===== config.mk =====
export PLATFORM = sky130hd
export DESIGN_NAME = stcc_cmd
export DESIGN_NICKNAME = d
export VERILOG_FILES = /design/src/logic/stcc_pkg.sv /design/src/logic/stcc_reply_if.sv /design/src/logic/stcc_reply_tx.sv /design/src/logic/stcc_cmd.sv
export VERILOG_INCLUDE_DIRS = /design/src /design/src/logic
export SDC_FILE = /design/constraint.sdc
export NUM_CORES = 2
export LEC_CHECK = 0
export ABC_AREA = 1
export BUFFER_PORTS_ARGS = -buffer_cell sky130_fd_sc_hd__buf_2
export CAP_MARGIN = 5
export CORE_ASPECT_RATIO = 1.25
export CORE_MARGIN = 4
export CORE_UTILIZATION = 32
export CTS_BUF_LIST = sky130_fd_sc_hd__clkbuf_4
export DETAILED_ROUTE_END_ITERATION = 8
export SETUP_SLACK_MARGIN = 0.05
export SLEW_MARGIN = 10
export SYNTH_ARGS = -nofsm -noshare
export SYNTH_HDL_FRONTEND = slang
export SYNTH_SLANG_ARGS = --single-unit

===== constraint.sdc =====
create_clock -name pclk -period 5.5 [get_ports pclk]
set_input_delay 1.1 -clock pclk [delete_from_list [all_inputs] [get_ports pclk]]
set_output_delay 1.1 -clock pclk [all_outputs]
set_load 0.02 [all_outputs]

===== src/logic/stcc_regs.svh =====
// codes, offsets and reset values of the custom command block
`ifndef STCC_REGS_SVH
`define STCC_REGS_SVH

`define STCC_PREFIX       8'he0
`define STCC_CODE_CAL     8'ha9
`define STCC_CODE_BATT    8'haa
`define STCC_CODE_SHELF   8'hab
`define STCC_CODE_INIT    8'hac
`define STCC_CODE_SENSOR  8'had
`define STCC_CODE_OPEN    8'hae
`define STCC_CODE_FIFO    8'haf
`define STCC_RETRIG_REQ   8'h01
`define STCC_SUB_READ     3'b100
`define STCC_SUB_WRITE    3'b101
`define STCC_SUB_STAT     3'b110
`define STCC_SEL_BATT     2'b11
`define STCC_FIFO_DEPTH   4'h8
`define STCC_FRAME_MAX    5'h10
`define STCC_TRAILER_LEN  5'h04
`define STCC_FIXED_LEN    5'h06

`define STCC_OFF_CTRL     8'h00
`define STCC_OFF_STAT     8'h04
`define STCC_OFF_SHELF_A  8'h08
`define STCC_OFF_SHELF_B  8'h0c
`define STCC_OFF_LOGCFG   8'h10
`define STCC_OFF_SYSSTAT  8'h14
`define STCC_OFF_LIMIT    8'h18
`define STCC_OFF_PWD_SYS  8'h1c
`define STCC_OFF_PWD_APP  8'h20
`define STCC_OFF_PWD_MEAS 8'h24
`define STCC_OFF_CMDCNT   8'h28

`define STCC_CTRL_RST     32'h0000_0001
`define STCC_PWD_RST      32'h0000_0000
`define STCC_CRC_PRESET   16'hffff
`define STCC_CRC_POLY     16'h1021

`endif


===== src/logic/stcc_pkg.sv =====
// types of the custom command block
package stcc_pkg;

    typedef enum logic [2:0] {
        ST_IDLE = 3'b000,
        ST_EXEC = 3'b001,
        ST_ADC  = 3'b010,
        ST_GO   = 3'b011,
        ST_WAIT = 3'b100
    } stcc_state_e;

    typedef enum logic [1:0] {
        TX_IDLE  = 2'b00,
        TX_DATA  = 2'b01,
        TX_CRC   = 2'b10,
        TX_DUMMY = 2'b11
    } stcc_tx_e;

    typedef struct packed {
        logic [7:0] t_max;
        logic [7:0] t_min;
        logic [7:0] t_ref;
        logic [7:0] activation_energy;
    } stcc_shelf_a_s;

    typedef struct packed {
        logic [15:0] initial_shelf_life;
        logic [9:0]  t_init;
        logic [1:0]  sensor_sel;
        logic        neg_life_en;
        logic        algo_en;
        logic [1:0]  reserved_bits;
    } stcc_shelf_b_s;

    typedef struct packed {
        logic [11:0] delay_count;
        logic [1:0]  reserved_bits;
        logic        delay_src;
        logic        irq_timer_en;
    } stcc_delay_s;

    typedef struct packed {
        logic [8:0] app_words;
        logic [3:0] reserved_bits;
        logic [2:0] broken_ptr;
    } stcc_app_s;

endpackage


===== src/logic/stcc_reply_if.sv =====
// carrier between command sequencer and reply serialiser
`timescale 1ns/100ps
interface stcc_reply_if;
    logic        start;
    logic [71:0] payload;
    logic [6:0]  plen;
    logic [15:0] handle;
    logic        busy;

    modport seq (output start, output payload, output plen, output handle, input busy);
    modport ser (input start, input payload, input plen, input handle, output busy);
endinterface


===== src/logic/stcc_reply_tx.sv =====
// reply serialiser: header, payload, handle, crc-16, dummy bit
`timescale 1ns/100ps
`include "stcc_regs.svh"
module stcc_reply_tx
    import stcc_pkg::*;
(
    input  wire logic pclk,
    input  wire logic presetn,
    stcc_reply_if.ser rif,
    output logic      tx_bit,
    output logic      tx_valid,
    output logic      tx_last,
    input  wire logic tx_ready
);
    stcc_tx_e    phase_r;
    logic [88:0] sh_r;
    logic [6:0]  cnt_r;
    logic [15:0] crc_r;
    logic        fire;

    function automatic logic [15:0] crc_step(input logic [15:0] c, input logic b);
        crc_step = {c[14:0], 1'b0} ^ ((c[15] ^ b) ? `STCC_CRC_POLY : 16'h0000);
    endfunction

    assign fire     = tx_valid && tx_ready;
    assign tx_valid = (phase_r != TX_IDLE);
    assign tx_last  = (phase_r == TX_DUMMY);
    assign rif.busy = (phase_r != TX_IDLE);

    always_comb begin
        case (phase_r)
            TX_DATA:  tx_bit = sh_r[88];
            TX_CRC:   tx_bit = ~crc_r[15];
            default:  tx_bit = 1'b1;
        endcase
    end

    // handle rides right behind the payload
    always_ff @(posedge pclk or negedge presetn) begin
        if (!presetn) begin
            phase_r <= TX_IDLE;
            sh_r    <= '0;
            cnt_r   <= '0;
        end else if (phase_r == TX_IDLE) begin
            if (rif.start) begin
                phase_r <= TX_DATA;
                sh_r    <= {1'b0, rif.payload, 16'h0000}
                           | ({73'h0, rif.handle} << (7'd72 - rif.plen));
                cnt_r   <= 7'(rif.plen + 7'd17);
            end
        end else if (fire) begin
            case (phase_r)
                TX_DATA: begin
                    sh_r  <= {sh_r[87:0], 1'b0};
                    cnt_r <= 7'(cnt_r - 7'd1);
                    if (cnt_r == 7'd1) begin
                        phase_r <= TX_CRC;
                        cnt_r   <= 7'd16;
                    end
                end
                TX_CRC: begin
                    cnt_r <= 7'(cnt_r - 7'd1);
                    if (cnt_r == 7'd1) begin
                        phase_r <= TX_DUMMY;
                    end
                end
                default: phase_r <= TX_IDLE;
            endcase
        end
    end

    always_ff @(posedge pclk or negedge presetn) begin
        if (!presetn) begin
            crc_r <= `STCC_CRC_PRESET;
        end else if (phase_r == TX_IDLE) begin
            crc_r <= `STCC_CRC_PRESET;
        end else if (fire && phase_r == TX_DATA) begin
            crc_r <= crc_step(crc_r, sh_r[88]);
        end else if (fire && phase_r == TX_CRC) begin
            crc_r <= {crc_r[14:0], 1'b0};
        end
    end
endmodule // stcc_reply_tx


===== src/logic/stcc_cmd.sv =====
// custom command interpreter with apb register file and shared byte fifo
//
// Added by the designer: the register addresses and the APB register port.
`timescale 1ns/100ps
`include "stcc_regs.svh"
// Functional notes
// - frames start E0 plus code, end handle and crc; reply 0, handle, crc, 1
// - calibration read answers seven calibration bytes then two front-end bytes
// - code AA with retrigger byte starts a battery conversion before replying
// - battery reply: error bit, type bit, four zeros, ten-bit level
// - retrigger 01 requests battery type check, 00 otherwise
// - first shelf word: max, min, reference temperature, activation energy
// - second shelf word: life, initial temp, sensor, negative, enable, reserved
// - code AC zeroes status and limits, stores delay and app words
// - delay word: 12-bit count, reserved, source bit, interrupt-timer enable
// - app word: 9-bit word count, reserved, 3-bit broken-word pointer
// - code AD converts the selected sensor and returns the result
// - sensor reply: error bit, five-bit range or limit, ten-bit value
// - code AE with level and password opens a protected area
// - only level bits 1-0 count: 01 system, 10 app, 11 measurement
// - code AF subcommand with up to eight bytes reaches the fifo
// - subcommand 101 writes, 110 reads status, bits 3-0 give byte count
// - fifo status: busy, ready, empty, source, count 0 to 8
module stcc_cmd
    import stcc_pkg::*;
(
    input  wire logic          pclk,
    input  wire logic          presetn,
    input  wire logic          psel,
    input  wire logic          penable,
    input  wire logic          pwrite,
    input  wire logic [7:0]    paddr,
    input  wire logic [31:0]   pwdata,
    output logic [31:0]        prdata,
    output logic               pready,
    output logic               pslverr,
    input  wire logic [7:0]    rx_byte,
    input  wire logic          rx_valid,
    input  wire logic          rx_end,
    input  wire logic          rx_crc_ok,
    input  wire logic [55:0]   cal_data,
    input  wire logic [15:0]   sfe_params,
    output logic               adc_start,
    output logic [1:0]         adc_sel,
    output logic               adc_retrigger,
    input  wire logic          adc_done,
    input  wire logic          adc_err,
    input  wire logic [9:0]    adc_value,
    input  wire logic [4:0]    adc_range,
    input  wire logic          batt_type,
    output logic               pass_cmd,
    output stcc_shelf_a_s      shelf_param_block_a,
    output stcc_shelf_b_s      shelf_param_block_b,
    output stcc_delay_s        delay_cfg,
    output stcc_app_s          app_cfg,
    output logic [31:0]        sys_status,
    output logic [31:0]        limit_cnt,
    output logic [2:0]         area_open,
    output logic               tx_bit,
    output logic               tx_valid,
    output logic               tx_last,
    input  wire logic          tx_ready
);
    stcc_reply_if rif ();

    stcc_state_e state_r;
    logic [7:0]  buf_r [16];
    logic [4:0]  rx_len_r;
    logic        rx_ovf_r;
    logic        rx_ok_r;
    logic [7:0]  fifo_mem [8];
    logic [2:0]  rd_ptr_r;
    logic [3:0]  fcnt_r;
    logic        src_radio_r;
    logic [31:0] ctrl_r;
    logic [31:0] pwd_r [3];
    logic [15:0] cmd_cnt_r;
    logic [71:0] payload_r;
    logic [6:0]  plen_r;
    logic [15:0] handle_r;
    logic [7:0]  last_code_r;
    logic        adc_sensor_r;

    logic [7:0]  code;
    logic [7:0]  arg;
    logic [2:0]  sub_op;
    logic [3:0]  nreq;
    logic [3:0]  nwr;
    logic [3:0]  nrd;
    logic        frame_ok;
    logic        known;
    logic        arg_ok;
    logic        accept;
    logic [31:0] pwd_rx;
    logic [71:0] rd_payload;
    logic [7:0]  fifo_stat;
    logic        exec;
    logic        apb_wr;

    function automatic logic [4:0] exp_len(input logic [7:0] c, input logic [7:0] a);
        logic [3:0] n;
        n = (a[3:0] > `STCC_FIFO_DEPTH) ? `STCC_FIFO_DEPTH : a[3:0];
        if (c == `STCC_CODE_CAL) exp_len = `STCC_FIXED_LEN;
        else if (c == `STCC_CODE_BATT || c == `STCC_CODE_SENSOR) exp_len = 5'd7;
        else if (c == `STCC_CODE_SHELF) exp_len = 5'd14;
        else if (c == `STCC_CODE_INIT) exp_len = 5'd10;
        else if (c == `STCC_CODE_OPEN) exp_len = 5'd11;
        else if (a[7:5] == `STCC_SUB_WRITE) exp_len = 5'(5'd7 + {1'b0, n});
        else exp_len = 5'd7;
    endfunction

    function automatic logic [31:0] word_at(input int i);
        word_at = {buf_r[i], buf_r[i+1], buf_r[i+2], buf_r[i+3]};
    endfunction

    always_comb begin
        code     = buf_r[1];
        arg      = buf_r[2];
        sub_op   = arg[7:5];
        nreq     = (arg[3:0] > `STCC_FIFO_DEPTH) ? `STCC_FIFO_DEPTH : arg[3:0];
        nwr      = ((`STCC_FIFO_DEPTH - fcnt_r) < nreq) ? 4'(`STCC_FIFO_DEPTH - fcnt_r) : nreq;
        nrd      = (fcnt_r < nreq) ? fcnt_r : nreq;
        pwd_rx   = word_at(3);
        frame_ok = ctrl_r[0] && rx_ok_r && !rx_ovf_r && rx_len_r >= `STCC_FIXED_LEN
                   && buf_r[0] == `STCC_PREFIX;
        known    = code >= `STCC_CODE_CAL && code <= `STCC_CODE_FIFO;
        arg_ok   = 1'b1;
        if (code == `STCC_CODE_SENSOR) begin
            arg_ok = (arg[7:2] == 6'h00);
        end else if (code == `STCC_CODE_OPEN) begin
            arg_ok = (arg[1:0] != 2'b00) && (pwd_rx == pwd_r[2'(arg[1:0] - 2'd1)]);
        end else if (code == `STCC_CODE_FIFO) begin
            arg_ok = sub_op == `STCC_SUB_READ || sub_op == `STCC_SUB_WRITE
                     || sub_op == `STCC_SUB_STAT;
        end
        accept   = frame_ok && known && arg_ok && rx_len_r == exp_len(code, arg);
        exec     = (state_r == ST_EXEC) && accept;
    end

    always_comb begin
        rd_payload = '0;
        for (int i = 0; i < 8; i++) begin
            if (4'(i) < nrd) begin
                rd_payload[71-8*i -: 8] = fifo_mem[3'(rd_ptr_r + 3'(i))];
            end
        end
    end

    assign fifo_stat = {state_r != ST_IDLE, fcnt_r != 4'h0, fcnt_r == 4'h0,
                        src_radio_r, fcnt_r};
    // frame collection, only while idle
    always_ff @(posedge pclk or negedge presetn) begin
        if (!presetn) begin
            rx_len_r <= '0;
            rx_ovf_r <= 1'b0;
            rx_ok_r  <= 1'b0;
            for (int i = 0; i < 16; i++) buf_r[i] <= 8'h00;
        end else if (state_r == ST_IDLE) begin
            if (rx_end) begin
                rx_ok_r <= rx_crc_ok;
            end else if (rx_valid) begin
                if (rx_len_r == `STCC_FRAME_MAX) begin
                    rx_ovf_r <= 1'b1;
                end else begin
                    buf_r[4'(rx_len_r)] <= rx_byte;
                    rx_len_r            <= 5'(rx_len_r + 5'd1);
                end
            end
        end else if (state_r == ST_EXEC) begin
            rx_len_r <= '0;
            rx_ovf_r <= 1'b0;
        end
    end

    always_ff @(posedge pclk or negedge presetn) begin
        if (!presetn) begin
            state_r <= ST_IDLE;
        end else begin
            case (state_r)
                ST_IDLE: if (rx_end) state_r <= ST_EXEC;
                ST_EXEC: begin
                    if (!accept) state_r <= ST_IDLE;
                    else if (code == `STCC_CODE_BATT || code == `STCC_CODE_SENSOR) state_r <= ST_ADC;
                    else state_r <= ST_GO;
                end
                ST_ADC:  if (adc_done) state_r <= ST_GO;
                ST_GO:   state_r <= ST_WAIT;
                ST_WAIT: if (!rif.busy) state_r <= ST_IDLE;
                default: state_r <= ST_IDLE;
            endcase
        end
    end

    always_ff @(posedge pclk or negedge presetn) begin
        if (!presetn) begin
            adc_start     <= 1'b0;
            adc_sel       <= 2'b00;
            adc_retrigger <= 1'b0;
            adc_sensor_r  <= 1'b0;
        end else begin
            adc_start <= 1'b0;
            if (exec && code == `STCC_CODE_BATT) begin
                adc_start     <= 1'b1;
                adc_sel       <= `STCC_SEL_BATT;
                adc_retrigger <= (arg == `STCC_RETRIG_REQ);
                adc_sensor_r  <= 1'b0;
            end else if (exec && code == `STCC_CODE_SENSOR) begin
                adc_start     <= 1'b1;
                adc_sel       <= arg[1:0];
                adc_retrigger <= 1'b0;
                adc_sensor_r  <= 1'b1;
            end
        end
    end

    always_ff @(posedge pclk or negedge presetn) begin
        if (!presetn) begin
            payload_r   <= '0;
            plen_r      <= '0;
            handle_r    <= '0;
            last_code_r <= 8'h00;
        end else if (exec) begin
            handle_r    <= {buf_r[4'(rx_len_r - `STCC_TRAILER_LEN)],
                            buf_r[4'(rx_len_r - 5'd3)]};
            last_code_r <= code;
            payload_r   <= '0;
            plen_r      <= 7'd0;
            if (code == `STCC_CODE_CAL) begin
                payload_r <= {cal_data, sfe_params};
                plen_r    <= 7'd72;
            end else if (code == `STCC_CODE_FIFO && sub_op == `STCC_SUB_STAT) begin
                payload_r <= {fifo_stat, 64'h0};
                plen_r    <= 7'd8;
            end else if (code == `STCC_CODE_FIFO && sub_op == `STCC_SUB_READ) begin
                payload_r <= rd_payload;
                plen_r    <= 7'({nrd, 3'b000});
            end
        end else if (state_r == ST_ADC && adc_done) begin
            plen_r <= 7'd16;
            if (adc_sensor_r) begin
                payload_r <= {adc_err, adc_range, adc_value, 56'h0};
            end else begin
                payload_r <= {adc_err, batt_type, 4'b0000, adc_value, 56'h0};
            end
        end
    end

    always_ff @(posedge pclk or negedge presetn) begin
        if (!presetn) begin
            rd_ptr_r    <= '0;
            fcnt_r      <= '0;
            src_radio_r <= 1'b0;
            for (int i = 0; i < 8; i++) fifo_mem[i] <= 8'h00;
        end else if (exec && code == `STCC_CODE_FIFO) begin
            if (sub_op == `STCC_SUB_WRITE) begin
                for (int i = 0; i < 8; i++) begin
                    if (4'(i) < nwr) begin
                        fifo_mem[3'(rd_ptr_r + fcnt_r[2:0] + 3'(i))] <= buf_r[3+i];
                    end
                end
                fcnt_r      <= 4'(fcnt_r + nwr);
                src_radio_r <= (nwr != 4'h0) ? 1'b1 : src_radio_r;
            end else if (sub_op == `STCC_SUB_READ) begin
                rd_ptr_r <= 3'(rd_ptr_r + nrd[2:0]);
                fcnt_r   <= 4'(fcnt_r - nrd);
            end
        end
    end
    // logging and shelf-life parameters; hardware clear wins over software write
    always_ff @(posedge pclk or negedge presetn) begin
        if (!presetn) begin
            shelf_param_block_a <= '0;
            shelf_param_block_b <= '0;
            delay_cfg           <= '0;
            app_cfg             <= '0;
            sys_status          <= '0;
            limit_cnt           <= '0;
        end else if (exec && code == `STCC_CODE_SHELF) begin
            shelf_param_block_a <= word_at(2);
            shelf_param_block_b <= word_at(6);
        end else if (exec && code == `STCC_CODE_INIT) begin
            sys_status <= '0;
            limit_cnt  <= '0;
            delay_cfg  <= {buf_r[2], buf_r[3]};
            app_cfg    <= {buf_r[4], buf_r[5]};
        end else if (apb_wr && paddr == `STCC_OFF_SYSSTAT) begin
            sys_status <= pwdata;
        end else if (apb_wr && paddr == `STCC_OFF_LIMIT) begin
            limit_cnt <= pwdata;
        end
    end

    always_ff @(posedge pclk or negedge presetn) begin
        if (!presetn) begin
            area_open <= 3'b000;
        end else if (exec && code == `STCC_CODE_OPEN) begin
            area_open[2'(arg[1:0] - 2'd1)] <= 1'b1;
        end else if (apb_wr && paddr == `STCC_OFF_CTRL && pwdata[1]) begin
            area_open <= 3'b000;
        end
    end

    always_ff @(posedge pclk or negedge presetn) begin
        if (!presetn) begin
            pass_cmd  <= 1'b0;
            cmd_cnt_r <= '0;
        end else begin
            pass_cmd <= (state_r == ST_EXEC) && frame_ok && !known;
            if (state_r == ST_GO) begin
                cmd_cnt_r <= 16'(cmd_cnt_r + 16'd1);
            end
        end
    end

    assign rif.start   = (state_r == ST_GO);
    assign rif.payload = payload_r;
    assign rif.plen    = plen_r;
    assign rif.handle  = handle_r;

    stcc_reply_tx u_tx (
        .pclk     (pclk),
        .presetn  (presetn),
        .rif      (rif),
        .tx_bit   (tx_bit),
        .tx_valid (tx_valid),
        .tx_last  (tx_last),
        .tx_ready (tx_ready)
    );

    // apb slave, zero wait states
    assign pready = 1'b1;
    assign apb_wr = psel && penable && pwrite;

    always_ff @(posedge pclk or negedge presetn) begin
        if (!presetn) begin
            ctrl_r <= `STCC_CTRL_RST;
            for (int i = 0; i < 3; i++) pwd_r[i] <= `STCC_PWD_RST;
        end else if (apb_wr) begin
            if (paddr == `STCC_OFF_CTRL) ctrl_r <= {31'h0, pwdata[0]};
            else if (paddr == `STCC_OFF_PWD_SYS) pwd_r[0] <= pwdata;
            else if (paddr == `STCC_OFF_PWD_APP) pwd_r[1] <= pwdata;
            else if (paddr == `STCC_OFF_PWD_MEAS) pwd_r[2] <= pwdata;
        end
    end

    always_comb begin
        prdata  = 32'h0000_0000;
        pslverr = 1'b0;
        if (paddr == `STCC_OFF_CTRL) prdata = ctrl_r;
        else if (paddr == `STCC_OFF_STAT)
            prdata = {5'h00, state_r, last_code_r, 5'h00, area_open, fifo_stat};
        else if (paddr == `STCC_OFF_SHELF_A) prdata = shelf_param_block_a;
        else if (paddr == `STCC_OFF_SHELF_B) prdata = shelf_param_block_b;
        else if (paddr == `STCC_OFF_LOGCFG) prdata = {delay_cfg, app_cfg};
        else if (paddr == `STCC_OFF_SYSSTAT) prdata = sys_status;
        else if (paddr == `STCC_OFF_LIMIT) prdata = limit_cnt;
        else if (paddr == `STCC_OFF_CMDCNT) prdata = {16'h0000, cmd_cnt_r};
        else if (paddr == `STCC_OFF_PWD_SYS || paddr == `STCC_OFF_PWD_APP
                 || paddr == `STCC_OFF_PWD_MEAS) prdata = 32'h0000_0000;
        else pslverr = psel && penable;
    end
endmodule // stcc_cmd


==> key figures <==
Critical path
  • Worst setup SP type: primary input
  • Max FO, Critical Path: 24
  • Setup crit end kind: primary output
  • CP Class: in -> out
  • Reg2reg setup slack: 1.01 ns
  • Worst endpoint data arrival time: 3.81 ns
  • Req. time, crit path: ~4.4 ns

Synthesis
  • Post-synth top flop: dfrtp_1
  • Combinational family with the most area after synthesis: simple AND/OR/NAND/NOR gates
  • #FFs+latches synth: ~700
  • Synthesized cell area: roughly 45,000 µm²
  • Synth area leader: dfrtp_1
  • Synth Area in Simple Gates: a little over a quarter
  • Synth Area in Adders: between 1 and 1.5%
  • Top cells by area, synth: dfrtp_1, nand2_1, o21ai_0
  • Compound-gate portion of the synthesized area: 21.2%
  • Avg Inst Size Synth: about 6.7 µm²
  • Post-synthesis mux area share: 0.0884%
  • Post-synth cell types: 59
  • Syn_nets: between 6,000 and 7,000
  • Ys async rst share: 100%
  • Sequential-to-total area share from yosys stat: between 30% and 40%
  • Syn. warnings: 0
  • Post-synth EDFFs: 0
  • Synthesized instance count: around 6,800
  • Yosys top cell area share: around two fifths
  • XOR/XNOR Fraction of Synth Area: 0.909%

Clock tree
  • CTS tree: done
  • H-tree lvl count: 4
  • CTS Buffer Depth: 3
  • Clock sinks: roughly 700
  • Clk Latency, worst-skew pair: 1.26 ns
  • Clk slew on worst S/H paths: ~0.070 ns
  • Post-CTS resize count: 0
  • Clk root buf: clkbuf_4
  • CTS buffer count: approximately 190

Drt
  • Routed wire length: approximately 230,000 µm
  • Drt drc: 0
  • Routed Antenna Nets: 0
  • Vias/cell: ~5.5
  • Vias post-DR: between 40,000 and 50,000
  • Drt pass-1 iters: 6
  • Routed length per instance: ~26 µm
  • Initial DRC count: between 5,000 and 6,000

STA
  • Slew HR: about a quarter
  • Clock Skew: roughly 0.13 ns
  • Maximum clock rate: about 200 MHz
  • RSZ-0062 raised after global routing: false
  • Least-Margin Pin Slew: around 1.1 ns
  • Crit path time final: 4.91 ns
  • Final hold violations: 0
  • Hold Slack: roughly 0.14 ns
  • Part of the cycle the worst path needs: between 80% and 90%
  • Pins Over Slew Limit: 0
  • Final setup vio count: 0
  • Setup TNS: 0 ns

Hold path
  • Hold WC Path Type: in -> reg

Placement
  • Port Buffers: 350
  • GP Congestion: about 1.0
  • Post-DP HPWL: around 170,000 µm

Finish
  • Share of post-route cells with drive strength above 1: between 10 and 15%
  • Layout Area Growth over Synthesis: 13.3%
  • Final nets: 7,227

Global route
  • Number of global-route vias before repair: around 45,000
  • Largest net degree at the start of global routing: between 150 and 200
  • Grt ovf: 0
  • Tot GR Track Use: 30.4%
  • First-pass GRT wire length: between 300,000 and 400,000 µm
  • Initial antenna violation count: 13

Pwr
  • VDD IR-drop max: between 0.2 and 0.3 mV
  • Pleak: 25.2 nW
  • Power Dens Cells: 317 nW/µm²

Floorplanning
  • Die Wd: roughly 340 µm
  • Core Region: ~140,000 µm²
  • Die Y: between 400 and 500 µm
  • Starting density of the core: 32.2%
  • Row count: around 150
  • Die Footprint: about 150,000 µm²
  • IO Pins: approximately 350

Outcome
  • Status: completed

Flow run
  • Max_cap viols: 0
## final timing paths
check	startpoint	to	depth (start not counted)
max in group asynchronous	presetn	buf_r[10]$_DFFE_PN0P_	3
min in group asynchronous	presetn	payload_r[42]$_DFFE_PN0P_	2
setup / recovery	paddr[1]	prdata[21]	13
hold / removal	cal_data[29]	payload_r[45]$_DFFE_PN0P_	3
hold reg to reg	last_code_r[7]$_DFFE_PN0P_	last_code_r[7]$_DFFE_PN0P_	2
setup reg to reg	arg[3]$_DFFE_PN0P_	fifo_mem[52]$_DFFE_PN0P_	20
## through the flow
stage | std cells | util [%] | area (µm²) | setup WS [ns] | power (mW)
after CTS | 9043 | 36.4 | 51300 | 0.644 | 16.2
final | 9051 | 36.4 | 51300 | 0.594 | 16.3
after detailed placement | 8707 | 34.7 | 48800 | 0.644 | 11.3
after global placement | 8707 | 34.7 | 48800 | 0.670 | 11.2
after floorplan | 6767 | - | 45300 | 1.56 | 9.32
after global routing | 9045 | 36.4 | 51300 | 0.271 | 17.1
## cell families after synthesis
kind of cell / after synthesis
buffers and inverters: 1247
other: 1
adder cells (fa/ha/maj): 45
flip-flops: 706
multiplexers: 4
AND/OR/NAND/NOR: 2988
XOR/XNOR: 47
AO/OA/AOI/OAI: 1729
## what timing repair did
| action | in CTS | in global routing |
|---|---|---|
| hold buffers | 3 | 0 |
| setup buffers | 0 | 0 |
| hold endpoints to repair | 72 | 0 |
## critical path, stage by stage
cell and delay (ns):
buf_2 0.09, or2_2 0.30, nor2_1 0.13, inv_1 0.07, nor2_1 0.09, inv_1 0.09
nor2_2 0.11, inv_1 0.34, o211ai_1 0.30, nand3_1 0.10, a211oi_1 0.59, a21oi_1 0.24
buf_2 0.23
## report_power, final
group | internal [mW] | total [mW] | switching, mW | leakage, nW
combinational | 1.41 | 5.32 | 3.91 | 14.3
sequential | 5.66 | 6.04 | 0.375 | 9.52
clock | 2.38 | 4.89 | 2.51 | 1.43
## area by class of cell
cell class / instances / area, µm²
antenna: 7 / 17.5
clock inverter: 64 / 413
sequential: 706 / 17700
inverter: 836 / 3140
fill: 15300 / 89500
multi-input combinational: 4814 / 22800
timing repair buffer: 483 / 2880
tap: 1872 / 2340
clock buffer: 269 / 2020
## cell usage in the layout, fill, tap and decap left out, types with 9 or more instances in the layout
master | netlist | routed
a2111oi_0 | 29 | 29
a21oi_1 | 338 | 338
a22oi_1 | 61 | 61
a31oi_1 | 13 | 13
a32oi_1 | 37 | 37
buf_12 | 0 | 9
buf_2 | 75 | 349
buf_4 | 17 | 121
clkbuf_4 | 0 | 269
clkinv_1 | 16 | 58
dfrtp_1 | 689 | 685
dfstp_2 | 17 | 17
ha_1 | 42 | 41
inv_1 | 803 | 802
inv_2 | 15 | 17
nand2_1 | 1991 | 1986
nand2_2 | 5 | 9
nand3_1 | 449 | 448
nand4_1 | 22 | 22
nor2_1 | 424 | 417
nor2_2 | 10 | 16
nor3_1 | 43 | 39
nor4_1 | 11 | 11
o2111ai_1 | 17 | 17
o211ai_1 | 51 | 51
o21a_1 | 38 | 38
o21ai_0 | 943 | 942
o21ai_1 | 96 | 97
o22ai_1 | 57 | 57
o31ai_1 | 11 | 11
or2_2 | 13 | 13
xor2_1 | 40 | 40
## sequential cells by signal, indices dropped and copies added (netlist names), 5 cells and up
register	flops
delay_cfg	16
handle_r	16
u_tx.cnt_r	7
fifo_mem	64
u_tx.sh_r	89
limit_cnt	32
arg	8
shelf_param_block_b	32
sys_status	32
buf_r	112
last_code_r	8
payload_r	72
shelf_param_block_a	32
u_tx.crc_r	16
cmd_cnt_r	16
rx_len_r	5
app_cfg	16
pwd_r	96
code	8
## routing by layer
layer	part of all wire, %	up-vias	track usage [%]
li1	-	22700	-
met1	39	23400	38.2
met2	44	2650	46.6
met3	9.3	625	6.81
met4	7.7	6	20.1
met5	0.015	-	0
## Yosys cell counts, types with 40 or more instances
| master | n |
|---|---|
| a22oi_1 | 61 |
| buf_2 | 75 |
| a21oi_1 | 338 |
| inv_1 | 803 |
| o211ai_1 | 51 |
| dfrtp_1 | 689 |
| o21ai_1 | 96 |
| xor2_1 | 40 |
| clkbuf_1 | 293 |
| o21ai_0 | 943 |
| nor2_1 | 424 |
| o22ai_1 | 57 |
| nand2_1 | 1991 |
| nor3_1 | 43 |
| ha_1 | 42 |
| nand3_1 | 449 |
(Power assumes the default switching activity.)
